[src/rtl/tdc_regs_pkg.sv]
// Register map, field layouts and reset values of the converter control bank.
// Assumes nothing; shared by the register bank module.
package tdc_regs_pkg;
   // -------------------------------------------------------------------
   // Register offsets from the active base address
   // -------------------------------------------------------------------
   localparam logic [15:0] OFF_RELOC_HIGH   = 16'h1004;
   localparam logic [15:0] OFF_RELOC_LOW    = 16'h1006;
   localparam logic [15:0] OFF_RELOC_EN     = 16'h1008;
   localparam logic [15:0] OFF_IRQ_LEVEL    = 16'h100a;
   localparam logic [15:0] OFF_IRQ_VECTOR   = 16'h100c;
   localparam logic [15:0] OFF_SLOT_ADDR    = 16'h100e;
   localparam logic [15:0] OFF_GROUP_BASE   = 16'h1010;
   localparam logic [15:0] OFF_CHAIN_CTRL   = 16'h1012;
   localparam logic [15:0] OFF_MOD_RESET    = 16'h1014;
   localparam logic [15:0] OFF_SOFT_CLEAR   = 16'h1016;
   localparam logic [15:0] OFF_EVENT_RESET  = 16'h1018;
   localparam logic [15:0] OFF_SOFT_TRIG    = 16'h101a;
   localparam logic [15:0] OFF_TRIG_COUNT   = 16'h101c;
   localparam logic [15:0] OFF_EVENTS_HELD  = 16'h1020;
   localparam logic [15:0] OFF_NEAR_FULL    = 16'h1022;
   localparam logic [15:0] OFF_QUOTA        = 16'h1024;
   localparam logic [15:0] OFF_FW_REV       = 16'h1026;
   localparam logic [15:0] OFF_TEST_WORD    = 16'h1028;

   // -------------------------------------------------------------------
   // Reset values
   // -------------------------------------------------------------------
   localparam logic [2:0]  RST_IRQ_LEVEL    = 3'h0;
   localparam logic [7:0]  RST_IRQ_VECTOR   = 8'hdd;
   localparam logic [4:0]  RST_SLOT_ADDR    = 5'h1f;
   localparam logic [7:0]  RST_GROUP_BASE   = 8'haa;
   localparam logic [7:0]  RST_RELOC        = 8'h00;
   localparam logic [1:0]  RST_CHAIN        = 2'h0;
   localparam logic [15:0] RST_NEAR_FULL    = 16'h0040;
   localparam logic [7:0]  RST_QUOTA        = 8'h00;

   // Chain position encodings
   localparam logic [1:0]  CHAIN_OFF        = 2'h0;
   localparam logic [1:0]  CHAIN_LAST       = 2'h1;
   localparam logic [1:0]  CHAIN_FIRST      = 2'h2;
   localparam logic [1:0]  CHAIN_MIDDLE     = 2'h3;
endpackage

[src/rtl/vme_tdc_control_register_bank.sv]
// Control register bank of a multihit time converter module.
// Assumes a bus front end that delivers decoded cycles as one-cycle read or
// write pulses with full address, synchronous to i_ref_clk (20 MHz).
// Operation
// - Upper relocation register holds address bits 31..24, read and write.
// - Lower relocation register holds address bits 23..16, read and write.
// - Relocation select bit picks rotary switch (0) or relocation registers (1).
// - After relocation only the new base address answers bus cycles.
// - Slot address is not changed by base relocation.
// - Interrupt level is low three bits; zero disables interrupts.
// - Acknowledge cycle returns eight-bit vector, default 0xdd.
// - Five-bit slot address resets to all ones; software loads it.
// - Group base register gives multicast address, default 0xaa.
// - Two chain bits: off, first, last or intermediate position.
// - Any access to module reset location gives one reset pulse.
// - Soft clear clears converters, buffer, event counter, global reset.
// - Event reset write issues converter event reset.
// - Software trigger write gives one trigger like external trigger.
// - 32-bit trigger count, cleared by reset or clear, trigger matching only.
// - Read-only register reports complete events held in buffer.
// - Word count at or above threshold sets near-full flag and interrupt.
// - Threshold range 1 to 32735, default 64; software keeps range.
// - Threshold accepts sixteen-bit accesses and multicast writes.
// - Eight-bit events per transfer, zero disables; sixteen-bit access.
// - Firmware revision: major upper nibble, minor lower nibble.
// - In buffer test mode each test word write is pushed to buffer.
// - In buffer test mode converter data is kept out of buffer.
// - Control bit selects buffer test mode, default off.
`timescale 1ns/1ps
module vme_tdc_control_register_bank #(
   parameter logic [7:0] FW_REVISION = 8'h10  // Arbitrary value
) (
   input  wire logic        i_ref_clk,
   input  wire logic        i_rst_n,
   // Decoded bus cycles
   input  wire logic [31:0] i_bus_addr,
   input  wire logic        i_bus_wr,
   input  wire logic        i_bus_rd,
   input  wire logic [31:0] i_bus_wdata,
   input  wire logic        i_iack,
   input  wire logic [2:0]  i_iack_level,
   output logic [31:0]      o_bus_rdata,
   output logic             o_bus_ack,
   // Switches and core status
   input  wire logic [15:0] i_rotary_base,
   input  wire logic        i_ext_trigger,
   input  wire logic        i_trig_match_mode,
   input  wire logic [15:0] i_buf_word_count,
   input  wire logic [15:0] i_buf_event_count,
   input  wire logic        i_buffer_test_en,
   input  wire logic        i_conv_data_valid,
   // Outputs to the core
   output logic             o_module_reset,
   output logic             o_converter_clear,
   output logic             o_buffer_clear,
   output logic             o_converter_global_reset,
   output logic             o_event_reset,
   output logic             o_trigger,
   output logic             o_near_full,
   output logic             o_irq_req,
   output logic [2:0]       o_irq_level,
   output logic [4:0]       o_slot_address,
   output logic [7:0]       o_group_base_address,
   output logic [1:0]       o_chain_position,
   output logic [15:0]      o_near_full_value,
   output logic [7:0]       o_transfer_event_quota,
   output logic             o_test_push,
   output logic [31:0]      o_test_word,
   output logic             o_conv_data_accept
);

   // -------------------------------------------------------------------
   // State
   // -------------------------------------------------------------------
   logic [7:0]  reloc_high_reg;
   logic [7:0]  reloc_low_reg;
   logic        reloc_en_reg;
   logic [2:0]  irq_level_reg;
   logic [7:0]  irq_vector_reg;
   logic [4:0]  slot_address_reg;
   logic [7:0]  group_base_reg;
   logic [1:0]  chain_reg;
   logic [15:0] near_full_value_reg;
   logic [7:0]  quota_reg;
   logic [31:0] trig_count_reg;
   logic [31:0] test_word_reg;
   logic [31:0] rdata_reg;
   logic        ack_reg;
   logic        mod_reset_reg;
   logic        soft_clear_reg;
   logic        event_reset_reg;
   logic        trigger_reg;
   logic        test_push_reg;
   logic        near_full_reg;

   // -------------------------------------------------------------------
   // Address decode
   // -------------------------------------------------------------------
   function automatic logic hit(input logic [15:0] off, input logic [15:0] target);
      hit = (off == target);
   endfunction

   // Base source follows the select bit; old base stops matching at once
   wire [15:0] active_base  = reloc_en_reg ? {reloc_high_reg, reloc_low_reg}
                                           : i_rotary_base;
   wire        base_match   = (i_bus_addr[31:16] == active_base);
   wire [15:0] off          = i_bus_addr[15:0];
   // Multicast writes use the group base on the top byte only
   wire        mcast_match  = (chain_reg != tdc_regs_pkg::CHAIN_OFF) &&
                              (i_bus_addr[31:24] == group_base_reg);
   wire        mc_wr        = i_bus_wr && mcast_match && !base_match;
   wire        wr           = i_bus_wr && base_match;
   wire        rd           = i_bus_rd && base_match;
   wire        acc          = wr || rd;

   wire h_rh   = hit(off, tdc_regs_pkg::OFF_RELOC_HIGH);
   wire h_rl   = hit(off, tdc_regs_pkg::OFF_RELOC_LOW);
   wire h_re   = hit(off, tdc_regs_pkg::OFF_RELOC_EN);
   wire h_il   = hit(off, tdc_regs_pkg::OFF_IRQ_LEVEL);
   wire h_iv   = hit(off, tdc_regs_pkg::OFF_IRQ_VECTOR);
   wire h_sa   = hit(off, tdc_regs_pkg::OFF_SLOT_ADDR);
   wire h_gb   = hit(off, tdc_regs_pkg::OFF_GROUP_BASE);
   wire h_cc   = hit(off, tdc_regs_pkg::OFF_CHAIN_CTRL);
   wire h_mr   = hit(off, tdc_regs_pkg::OFF_MOD_RESET);
   wire h_sc   = hit(off, tdc_regs_pkg::OFF_SOFT_CLEAR);
   wire h_er   = hit(off, tdc_regs_pkg::OFF_EVENT_RESET);
   wire h_st   = hit(off, tdc_regs_pkg::OFF_SOFT_TRIG);
   wire h_tc   = hit(off, tdc_regs_pkg::OFF_TRIG_COUNT);
   wire h_eh   = hit(off, tdc_regs_pkg::OFF_EVENTS_HELD);
   wire h_nf   = hit(off, tdc_regs_pkg::OFF_NEAR_FULL);
   wire h_q    = hit(off, tdc_regs_pkg::OFF_QUOTA);
   wire h_fw   = hit(off, tdc_regs_pkg::OFF_FW_REV);
   wire h_tw   = hit(off, tdc_regs_pkg::OFF_TEST_WORD);
   wire mapped = h_rh | h_rl | h_re | h_il | h_iv | h_sa | h_gb | h_cc | h_mr | h_sc
               | h_er | h_st | h_tc | h_eh | h_nf | h_q | h_fw | h_tw;

   // Strobes: module reset on any access, others on writes only
   wire mod_reset_hit  = acc && h_mr;
   wire soft_clear_hit = wr && h_sc;
   wire evt_reset_hit  = wr && h_er;
   wire soft_trig_hit  = wr && h_st;
   wire test_push_hit  = wr && h_tw && i_buffer_test_en;
   // Threshold and quota also take multicast writes
   wire nf_wr          = (wr || mc_wr) && h_nf;
   wire q_wr           = (wr || mc_wr) && h_q;

   // Interrupt acknowledge answers only on the programmed, nonzero level
   wire iack_hit = i_iack && o_irq_req && (i_iack_level == irq_level_reg);
   wire any_trig = i_ext_trigger || soft_trig_hit;

   // -------------------------------------------------------------------
   // Read data selection
   // -------------------------------------------------------------------
   logic [31:0] rd_mux;
   always_comb begin
      rd_mux = 32'h0000_0000;
      if (iack_hit) begin
         rd_mux = {24'h00_0000, irq_vector_reg};
      end else if (h_rh) begin
         rd_mux = {24'h00_0000, reloc_high_reg};
      end else if (h_rl) begin
         rd_mux = {24'h00_0000, reloc_low_reg};
      end else if (h_il) begin
         rd_mux = {29'h0000_0000, irq_level_reg};
      end else if (h_iv) begin
         rd_mux = {24'h00_0000, irq_vector_reg};
      end else if (h_sa) begin
         rd_mux = {27'h000_0000, slot_address_reg};
      end else if (h_gb) begin
         rd_mux = {24'h00_0000, group_base_reg};
      end else if (h_cc) begin
         rd_mux = {30'h0000_0000, chain_reg};
      end else if (h_tc) begin
         rd_mux = trig_count_reg;
      end else if (h_eh) begin
         rd_mux = {16'h0000, i_buf_event_count};
      end else if (h_nf) begin
         rd_mux = {16'h0000, near_full_value_reg};
      end else if (h_q) begin
         rd_mux = {24'h00_0000, quota_reg};
      end else if (h_fw) begin
         rd_mux = {24'h00_0000, FW_REVISION};
      end else if (h_tw) begin
         rd_mux = test_word_reg;
      end
   end

   // -------------------------------------------------------------------
   // Configuration registers
   // -------------------------------------------------------------------
   // Module reset restores defaults the cycle after its pulse
   always_ff @(posedge i_ref_clk or negedge i_rst_n) begin
      if (!i_rst_n) begin
         reloc_high_reg      <= tdc_regs_pkg::RST_RELOC;
         reloc_low_reg       <= tdc_regs_pkg::RST_RELOC;
         reloc_en_reg        <= 1'b0;
         irq_level_reg       <= tdc_regs_pkg::RST_IRQ_LEVEL;
         irq_vector_reg      <= tdc_regs_pkg::RST_IRQ_VECTOR;
         slot_address_reg    <= tdc_regs_pkg::RST_SLOT_ADDR;
         group_base_reg      <= tdc_regs_pkg::RST_GROUP_BASE;
         chain_reg           <= tdc_regs_pkg::RST_CHAIN;
         near_full_value_reg <= tdc_regs_pkg::RST_NEAR_FULL;
         quota_reg           <= tdc_regs_pkg::RST_QUOTA;
         test_word_reg       <= 32'h0000_0000;
      end else if (mod_reset_reg) begin
         reloc_high_reg      <= tdc_regs_pkg::RST_RELOC;
         reloc_low_reg       <= tdc_regs_pkg::RST_RELOC;
         reloc_en_reg        <= 1'b0;
         irq_level_reg       <= tdc_regs_pkg::RST_IRQ_LEVEL;
         irq_vector_reg      <= tdc_regs_pkg::RST_IRQ_VECTOR;
         slot_address_reg    <= tdc_regs_pkg::RST_SLOT_ADDR;
         group_base_reg      <= tdc_regs_pkg::RST_GROUP_BASE;
         chain_reg           <= tdc_regs_pkg::RST_CHAIN;
         near_full_value_reg <= tdc_regs_pkg::RST_NEAR_FULL;
         quota_reg           <= tdc_regs_pkg::RST_QUOTA;
         test_word_reg       <= 32'h0000_0000;
      end else begin
         if (wr && h_rh) reloc_high_reg <= i_bus_wdata[7:0];
         if (wr && h_rl) reloc_low_reg <= i_bus_wdata[7:0];
         if (wr && h_re) reloc_en_reg <= i_bus_wdata[0];
         if (wr && h_il) irq_level_reg <= i_bus_wdata[2:0];
         if (wr && h_iv) irq_vector_reg <= i_bus_wdata[7:0];
         if (wr && h_sa) slot_address_reg <= i_bus_wdata[4:0];
         if (wr && h_gb) group_base_reg <= i_bus_wdata[7:0];
         if (wr && h_cc) chain_reg <= i_bus_wdata[1:0];
         if (nf_wr) near_full_value_reg <= i_bus_wdata[15:0];
         if (q_wr) quota_reg <= i_bus_wdata[7:0];
         if (wr && h_tw) test_word_reg <= i_bus_wdata;
      end
   end

   // -------------------------------------------------------------------
   // Bus answer and strobes
   // -------------------------------------------------------------------
   // Unmapped offsets get no acknowledge except on multicast writes and interrupt acknowledge cycles, so the master times out
   always_ff @(posedge i_ref_clk or negedge i_rst_n) begin
      if (!i_rst_n) begin
         ack_reg         <= 1'b0;
         rdata_reg       <= 32'h0000_0000;
         mod_reset_reg   <= 1'b0;
         soft_clear_reg  <= 1'b0;
         event_reset_reg <= 1'b0;
         trigger_reg     <= 1'b0;
         test_push_reg   <= 1'b0;
      end else begin
         ack_reg         <= (acc && mapped) || mc_wr || iack_hit;
         rdata_reg       <= rd_mux;
         mod_reset_reg   <= mod_reset_hit;
         soft_clear_reg  <= soft_clear_hit;
         event_reset_reg <= evt_reset_hit;
         trigger_reg     <= any_trig;
         test_push_reg   <= test_push_hit;
      end
   end

   // -------------------------------------------------------------------
   // Trigger counter and near-full flag
   // -------------------------------------------------------------------
   // Clear and module reset win over a coincident trigger
   always_ff @(posedge i_ref_clk or negedge i_rst_n) begin
      if (!i_rst_n) begin
         trig_count_reg <= 32'h0000_0000;
         near_full_reg  <= 1'b0;
      end else begin
         if (soft_clear_hit || mod_reset_reg) begin
            trig_count_reg <= 32'h0000_0000;
         end else if (any_trig && i_trig_match_mode) begin
            trig_count_reg <= trig_count_reg + 32'h0000_0001;
         end
         near_full_reg <= (i_buf_word_count >= near_full_value_reg);
      end
   end

   // -------------------------------------------------------------------
   // Outputs
   // -------------------------------------------------------------------
   assign o_bus_ack                = ack_reg;
   assign o_bus_rdata              = rdata_reg;
   assign o_module_reset           = mod_reset_reg;
   assign o_converter_clear        = soft_clear_reg;
   assign o_buffer_clear           = soft_clear_reg;
   assign o_converter_global_reset = soft_clear_reg;
   assign o_event_reset            = event_reset_reg;
   assign o_trigger                = trigger_reg;
   assign o_near_full              = near_full_reg;
   // Level zero holds the request low whatever the flag does
   assign o_irq_req                = near_full_reg && (irq_level_reg != 3'h0);
   assign o_irq_level              = irq_level_reg;
   assign o_slot_address           = slot_address_reg;
   assign o_group_base_address     = group_base_reg;
   assign o_chain_position         = chain_reg;
   assign o_near_full_value        = near_full_value_reg;
   assign o_transfer_event_quota   = quota_reg;
   assign o_test_push              = test_push_reg;
   assign o_test_word              = test_word_reg;
   // Converter data held back while test words own the buffer
   assign o_conv_data_accept       = i_conv_data_valid && !i_buffer_test_en;
endmodule // vme_tdc_control_register_bank

[config.mk]
export PLATFORM = sky130hd
export DESIGN_NAME = vme_tdc_control_register_bank
export DESIGN_NICKNAME = d
export VERILOG_FILES = /design/src/rtl/tdc_regs_pkg.sv /design/src/rtl/vme_tdc_control_register_bank.sv
export SDC_FILE = /design/constraint.sdc
export NUM_CORES = 1
export LEC_CHECK = 0
export CAP_MARGIN = 10
export CORE_MARGIN = 5
export CORE_UTILIZATION = 45
export DETAILED_ROUTE_END_ITERATION = 12
export DONT_BUFFER_PORTS = 1
export PLACE_DENSITY = 0.62
export SETUP_SLACK_MARGIN = 0.5
export SYNTH_ARGS = -nofsm -noshare
export SYNTH_HDL_FRONTEND = slang
export SYNTH_SLANG_ARGS = --single-unit
[constraint.sdc]
create_clock -name i_ref_clk -period 7.3 [get_ports i_ref_clk]
set_clock_uncertainty 0.05 [all_clocks]
set_input_delay 0.73 -clock i_ref_clk [delete_from_list [all_inputs] [get_ports i_ref_clk]]
set_output_delay 0.73 -clock i_ref_clk [all_outputs]
set_load 0.05 [all_outputs]
Word level (Yosys, flattened, before mapping) --
Index checks and enable logic that the tools add are counted.
Word-level totals: input port bits 124, flip-flop bits (word level) 170, word-level logic and storage cells 148, output and inout bits 117
Operators by class: $add $sub $neg 1, reductions and logical operators 49, order comparisons 1, bitwise gates (word level) 17, multiplexer cells 39, equal/unequal tests 21
Operators by type and width (number):
- 32-bit 2-to-1 mux | 18
- 16-bit by 13-bit == test with 1-bit output, second input constant | 18
- 8-bit 2-to-1 mux | 10
- 16-bit 2-to-1 mux | 3
- 32-bit by 1-bit adder with 32-bit output, second input constant | 1
- 1-bit logical AND | 27
- 2-bit nonzero test | 13
- 1-bit bitwise OR | 17
- 16-bit == test | 1
- 16-bit >= comparator | 1
- 5-bit 2-to-1 mux | 2
- 8-bit == test | 1
- 1-bit logical OR | 6
- 3-bit 2-to-1 mux | 2
- 2-bit 2-to-1 mux | 2
- 3-bit == test | 1
- 3-bit nonzero test | 1
- 1-bit zero test | 2
- 1-bit 2-to-1 mux | 2

Logic depth before layout (Yosys ltp) --
depth after elaboration 21, depth in mapped cells 11, mapped depth without buffers 9

Worst setup path before layout --
Ideal clock, no wire load.
path type input-to-reg, start in i_bus_addr[5], end reg rdata_reg[2] (netlist: o_bus_rdata[2]), path slack 4544 ps, required time 7146 ps, arrival time 2602 ps, library setup time 104 ps, buffers on the path 0, stages on the path 7, cells stage by stage or4b_1 > or3_1 > nor4_2 > a221oi_1 > nand3_1 > o2111ai_1 > a221oi_1
On the way: longest elaborated chain between the ends 15, elaborated cells on any way between the ends 27, classes of those cells eq/ne (13); mux (14)
RTL lines:
- from (decl) | RTL line vme_tdc_control_register_bank.sv:36 | input wire logic [31:0] i_bus_addr,
- 16-bit by 13-bit == test with 1-bit output | RTL line vme_tdc_control_register_bank.sv:100 | hit = (off == target);
- 32-bit 2-to-1 mux | RTL line vme_tdc_control_register_bank.sv:183 | end else if (h_tw) begin
- 32-bit 2-to-1 mux | RTL line vme_tdc_control_register_bank.sv:181 | end else if (h_fw) begin
- 32-bit 2-to-1 mux | RTL line vme_tdc_control_register_bank.sv:179 | end else if (h_q) begin
- 32-bit 2-to-1 mux | RTL line vme_tdc_control_register_bank.sv:177 | end else if (h_nf) begin
- 32-bit 2-to-1 mux | RTL line vme_tdc_control_register_bank.sv:175 | end else if (h_eh) begin
- 32-bit 2-to-1 mux | RTL line vme_tdc_control_register_bank.sv:173 | end else if (h_tc) begin
- 32-bit 2-to-1 mux | RTL line vme_tdc_control_register_bank.sv:171 | end else if (h_cc) begin
- 32-bit 2-to-1 mux | RTL line vme_tdc_control_register_bank.sv:169 | end else if (h_gb) begin
- 32-bit 2-to-1 mux | RTL line vme_tdc_control_register_bank.sv:167 | end else if (h_sa) begin
- 32-bit 2-to-1 mux | RTL line vme_tdc_control_register_bank.sv:165 | end else if (h_iv) begin
- 32-bit 2-to-1 mux | RTL line vme_tdc_control_register_bank.sv:163 | end else if (h_il) begin
- 32-bit 2-to-1 mux | RTL line vme_tdc_control_register_bank.sv:161 | end else if (h_rl) begin
- 32-bit 2-to-1 mux (*) | RTL line vme_tdc_control_register_bank.sv:159 | end else if (h_rh) begin
- 32-bit 2-to-1 mux (*) | RTL line vme_tdc_control_register_bank.sv:157 | if (iack_hit) begin
- via rd_mux[2] | RTL line vme_tdc_control_register_bank.sv:154 | logic [31:0] rd_mux;
- to (signal assigned) | RTL line vme_tdc_control_register_bank.sv:247 | rdata_reg <= rd_mux;
- to (decl) | RTL line vme_tdc_control_register_bank.sv:87 | logic [31:0] rdata_reg;
Mark *: on every way through the listed nets, which the timed path passes. The rest lies on a longest branch. A chain may end at the register's enable or synchronous reset.

Worst setup path in the final report --
start reg reloc_en_reg, end reg test_word_reg[13] (netlist: o_test_word[13])
On the way: longest elaborated chain between the ends 5
RTL lines:
- from (decl) | RTL line vme_tdc_control_register_bank.sv:77 | logic reloc_en_reg;
- from (signal assigned) | RTL line vme_tdc_control_register_bank.sv:220 | if (wr && h_re) reloc_en_reg <= i_bus_wdata[0];
- 16-bit 2-to-1 mux | RTL line vme_tdc_control_register_bank.sv:104 | wire [15:0] active_base = reloc_en_reg ? {reloc_high_reg, reloc_low_reg}
- 16-bit == test | RTL line vme_tdc_control_register_bank.sv:106 | wire base_match = (i_bus_addr[31:16] == active_base);
- 1-bit logical AND | RTL line vme_tdc_control_register_bank.sv:112 | wire wr = i_bus_wr && base_match;
- 1-bit logical AND | RTL line vme_tdc_control_register_bank.sv:228 | if (wr && h_tw) test_word_reg <= i_bus_wdata;
- 2-bit nonzero test (no source line)
- to (signal assigned) | RTL line vme_tdc_control_register_bank.sv:228
- to (decl) | RTL line vme_tdc_control_register_bank.sv:86 | logic [31:0] test_word_reg;
Every way passes these cells.

==> results_dict.tcl <==
set metrics [dict create \
    status "complete, no violations" \
    drc 0 \
    grt_usage 0.244 \
    portBuffers 0 \
    setup_violations 0 \
    worst_setup_path_end_kind "flip-flop" \
    cp-start-kind "flip-flop" \
    yosysSeqAreaShare 0.459 \
    fp.dieW_um 154 \
    wirelength_um 29300 \
    dp_hpwl_um 21000 \
    viasPerCell 6.39 \
    synthAdderAreaFrac 0.0228 \
    crit_type "reg -> reg" \
    synth-compound-area-share 0.167 \
    synthArstFlopShare 1.00 \
    avgRoutedWirePerCell_um 24.1 \
    first_pass_iters 5 \
    synth_ff_type "dfrtp_1" \
    synth_area_leader_cell "dfrtp_1" \
    cts_root_buf "clkbuf_16" \
    clk_pin_slew_ps 70 \
    die_area_um2 23700 \
    synth_xor_area_frac 0.0263 \
    numCtsBuffers 17 \
    dp_slack_ps 3580 \
    critPathRequiredTime_ps 7540 \
    initial_core_util 0.459 \
    mostFrequentLayoutCell "dfrtp_1" \
    synthCells 968 \
    synth_area_leaders "dfrtp_1, mux2i_1, dfstp_2" \
    grt_overflow 0 \
    min_period_ps 3780 \
    maxSlewViolCount 0 \
    p_per_area_nw_per_um2 199 \
    ctsHtreeMaxLevel 4 \
    num_rows 52 \
    max_cap_viol_count 0 \
    tightest_slew_ps 1180 \
    synth.cell_area_um2 9310 \
    synth_mux_area_frac 0.0851 \
    ys_warn_count 0 \
    grt_pass1_vias 7478 \
    cts.repair.resized 0 \
    antenna_found_initial 1 \
    num_vias 7788 \
    gp_congestion 0.945 \
    synth_top_cell_area_share 0.414 \
    grt_pass1_wl_um 45700 \
    drtIter0Drc 715 \
    fin_ws_ps 3520 \
    worstHoldPathType "in -> async" \
    max_slew_margin 0.206 \
    fin_util 0.494 \
    arrival_ps 4020 \
    avgSynthCellArea_um2 9.62 \
    ios 241 \
    cts.sinks 170 \
    yosys.area_share.simple 0.194 \
    ant_nets 0 \
    grt_max_degree 155 \
    core_area_um2 20300 \
    fmax_mhz 264 \
    synth_edf_count 0 \
    min_period_over_period 0.518 \
    p_leak_nw 4.64 \
    max-vdd-ir-drop_v 0.000159 \
    syn_to_final_growth_pct 7.80 \
    tns_ps 0 \
    hold_violations 0 \
    final_cell_mix "dfrtp_1, nor2_1, mux2i_1" \
    synth.distinct_cells 62 \
    path_max_fanout 32 \
    drive_above_1_share 0.0813 \
    synth_top_family_by_area "simple AND/OR/NAND/NOR gates" \
    ys_ff_latch 170 \
    clk_latency_ps 430 \
    rsz0062_at_grt "false" \
    cts_buffer_depth 2 \
    layout.nets 1075 \
    die_y_um 154 \
    synth_nets 1109 \
    cts_tree "built" \
]
critical path: stages (launching register included):
cell	delay [ps]
dfrtp_1	890
mux2i_1	300
xnor2_1	90
nor4_1	400
and4_1	600
nand4_4	790
mux2i_1	420
nor2_1	60
metrics by stage:
stage	total power [mW]	cells	hold slack [ps]	area, um2
2_1_floorplan	1.11	968	384	9310
3_3_place_gp	1.13	1184	394	9450
3_5_place_dp	1.13	1184	393	9450
4_1_cts	2.02	1217	70.3	10000
5_1_grt	2.09	1218	58.1	10000
6_report	2.00	1218	87.5	10000
per-layer routing:
layer  up-vias  part of all wire  global-route usage  wire (um)
met5         -                 0                   0          0
met4         0             0.014              0.0576        410
met3        34             0.090              0.0660       2630
met2       358              0.44               0.353      12900
met1      3889              0.46               0.366      13400
li1       3507                 -                   -          -
timing repair:
item                                   4_1_cts  5_1_grt
buffers inserted                             0        0
hold buffers                                 1        0
endpoints found under the hold margin      154        0
power breakdown:
| part | switching [mW] | internal (mW) |
|---|---|---|
| registers | 0.0382 | 0.966 |
| logic | 0.0866 | 0.0450 |
| clock network | 0.408 | 0.453 |
area by class of cell:
cell class / count / area [um2]
Timing Repair Buffer: 11 / 103
Sequential cell: 170 / 4280
Inverter: 34 / 128
Clock inverter: 13 / 109
Multi-Input combinational cell: 700 / 4630
Clock buffer: 19 / 443
Tap cell: 270 / 338
Antenna cell: 1 / 2.50
Fill cell: 1973 / 10300
synthesized netlist by cell type (6+ instances only):
| cell | instances |
|---|---|
| a211o_1 | 15 |
| a21o_1 | 6 |
| a21oi_1 | 66 |
| a221oi_1 | 8 |
| a222oi_1 | 12 |
| a22oi_1 | 19 |
| and3_1 | 7 |
| buf_2 | 13 |
| clkbuf_1 | 43 |
| dfrtp_1 | 154 |
| dfstp_2 | 16 |
| ha_1 | 17 |
| inv_1 | 34 |
| mux2i_1 | 78 |
| nand2_1 | 43 |
| nand2b_1 | 12 |
| nand3_1 | 42 |
| nand4_1 | 18 |
| nor2_1 | 110 |
| nor2b_1 | 22 |
| nor3_1 | 20 |
| nor4_1 | 9 |
| o21ai_0 | 50 |
| o31ai_1 | 25 |
| or3_1 | 11 |
| or4_1 | 22 |
| xnor2_1 | 24 |
cell families (layout without fill, tap and decap cells):
group | Yosys count | in the layout
multiplexers | 79 | 79
flip-flops | 170 | 170
adder cells (fa/ha/maj) | 17 | 17
AO/OA/AOI/OAI | 234 | 234
other | 0 | 1
buffers and inverters | 98 | 77
XOR/XNOR | 28 | 28
AND/OR/NAND/NOR | 342 | 342
worst paths after layout:
path	start	end	slack [ps]	cells after the start
worst max-delay path	reloc_en_reg	o_test_word[13]	3520	7
worst min-delay path	i_rst_n	o_slot_address[0]	90	0
worst max register to register	reloc_en_reg	o_test_word[13]	3520	7
worst min register to register	irq_vector_reg[5]	o_bus_rdata[5]	480	1
max in group asynchronous	i_rst_n	o_module_reset	6210	1
min in group i_ref_clk	i_ext_trigger	o_trigger	370	2
(Power assumes the default switching activity.)
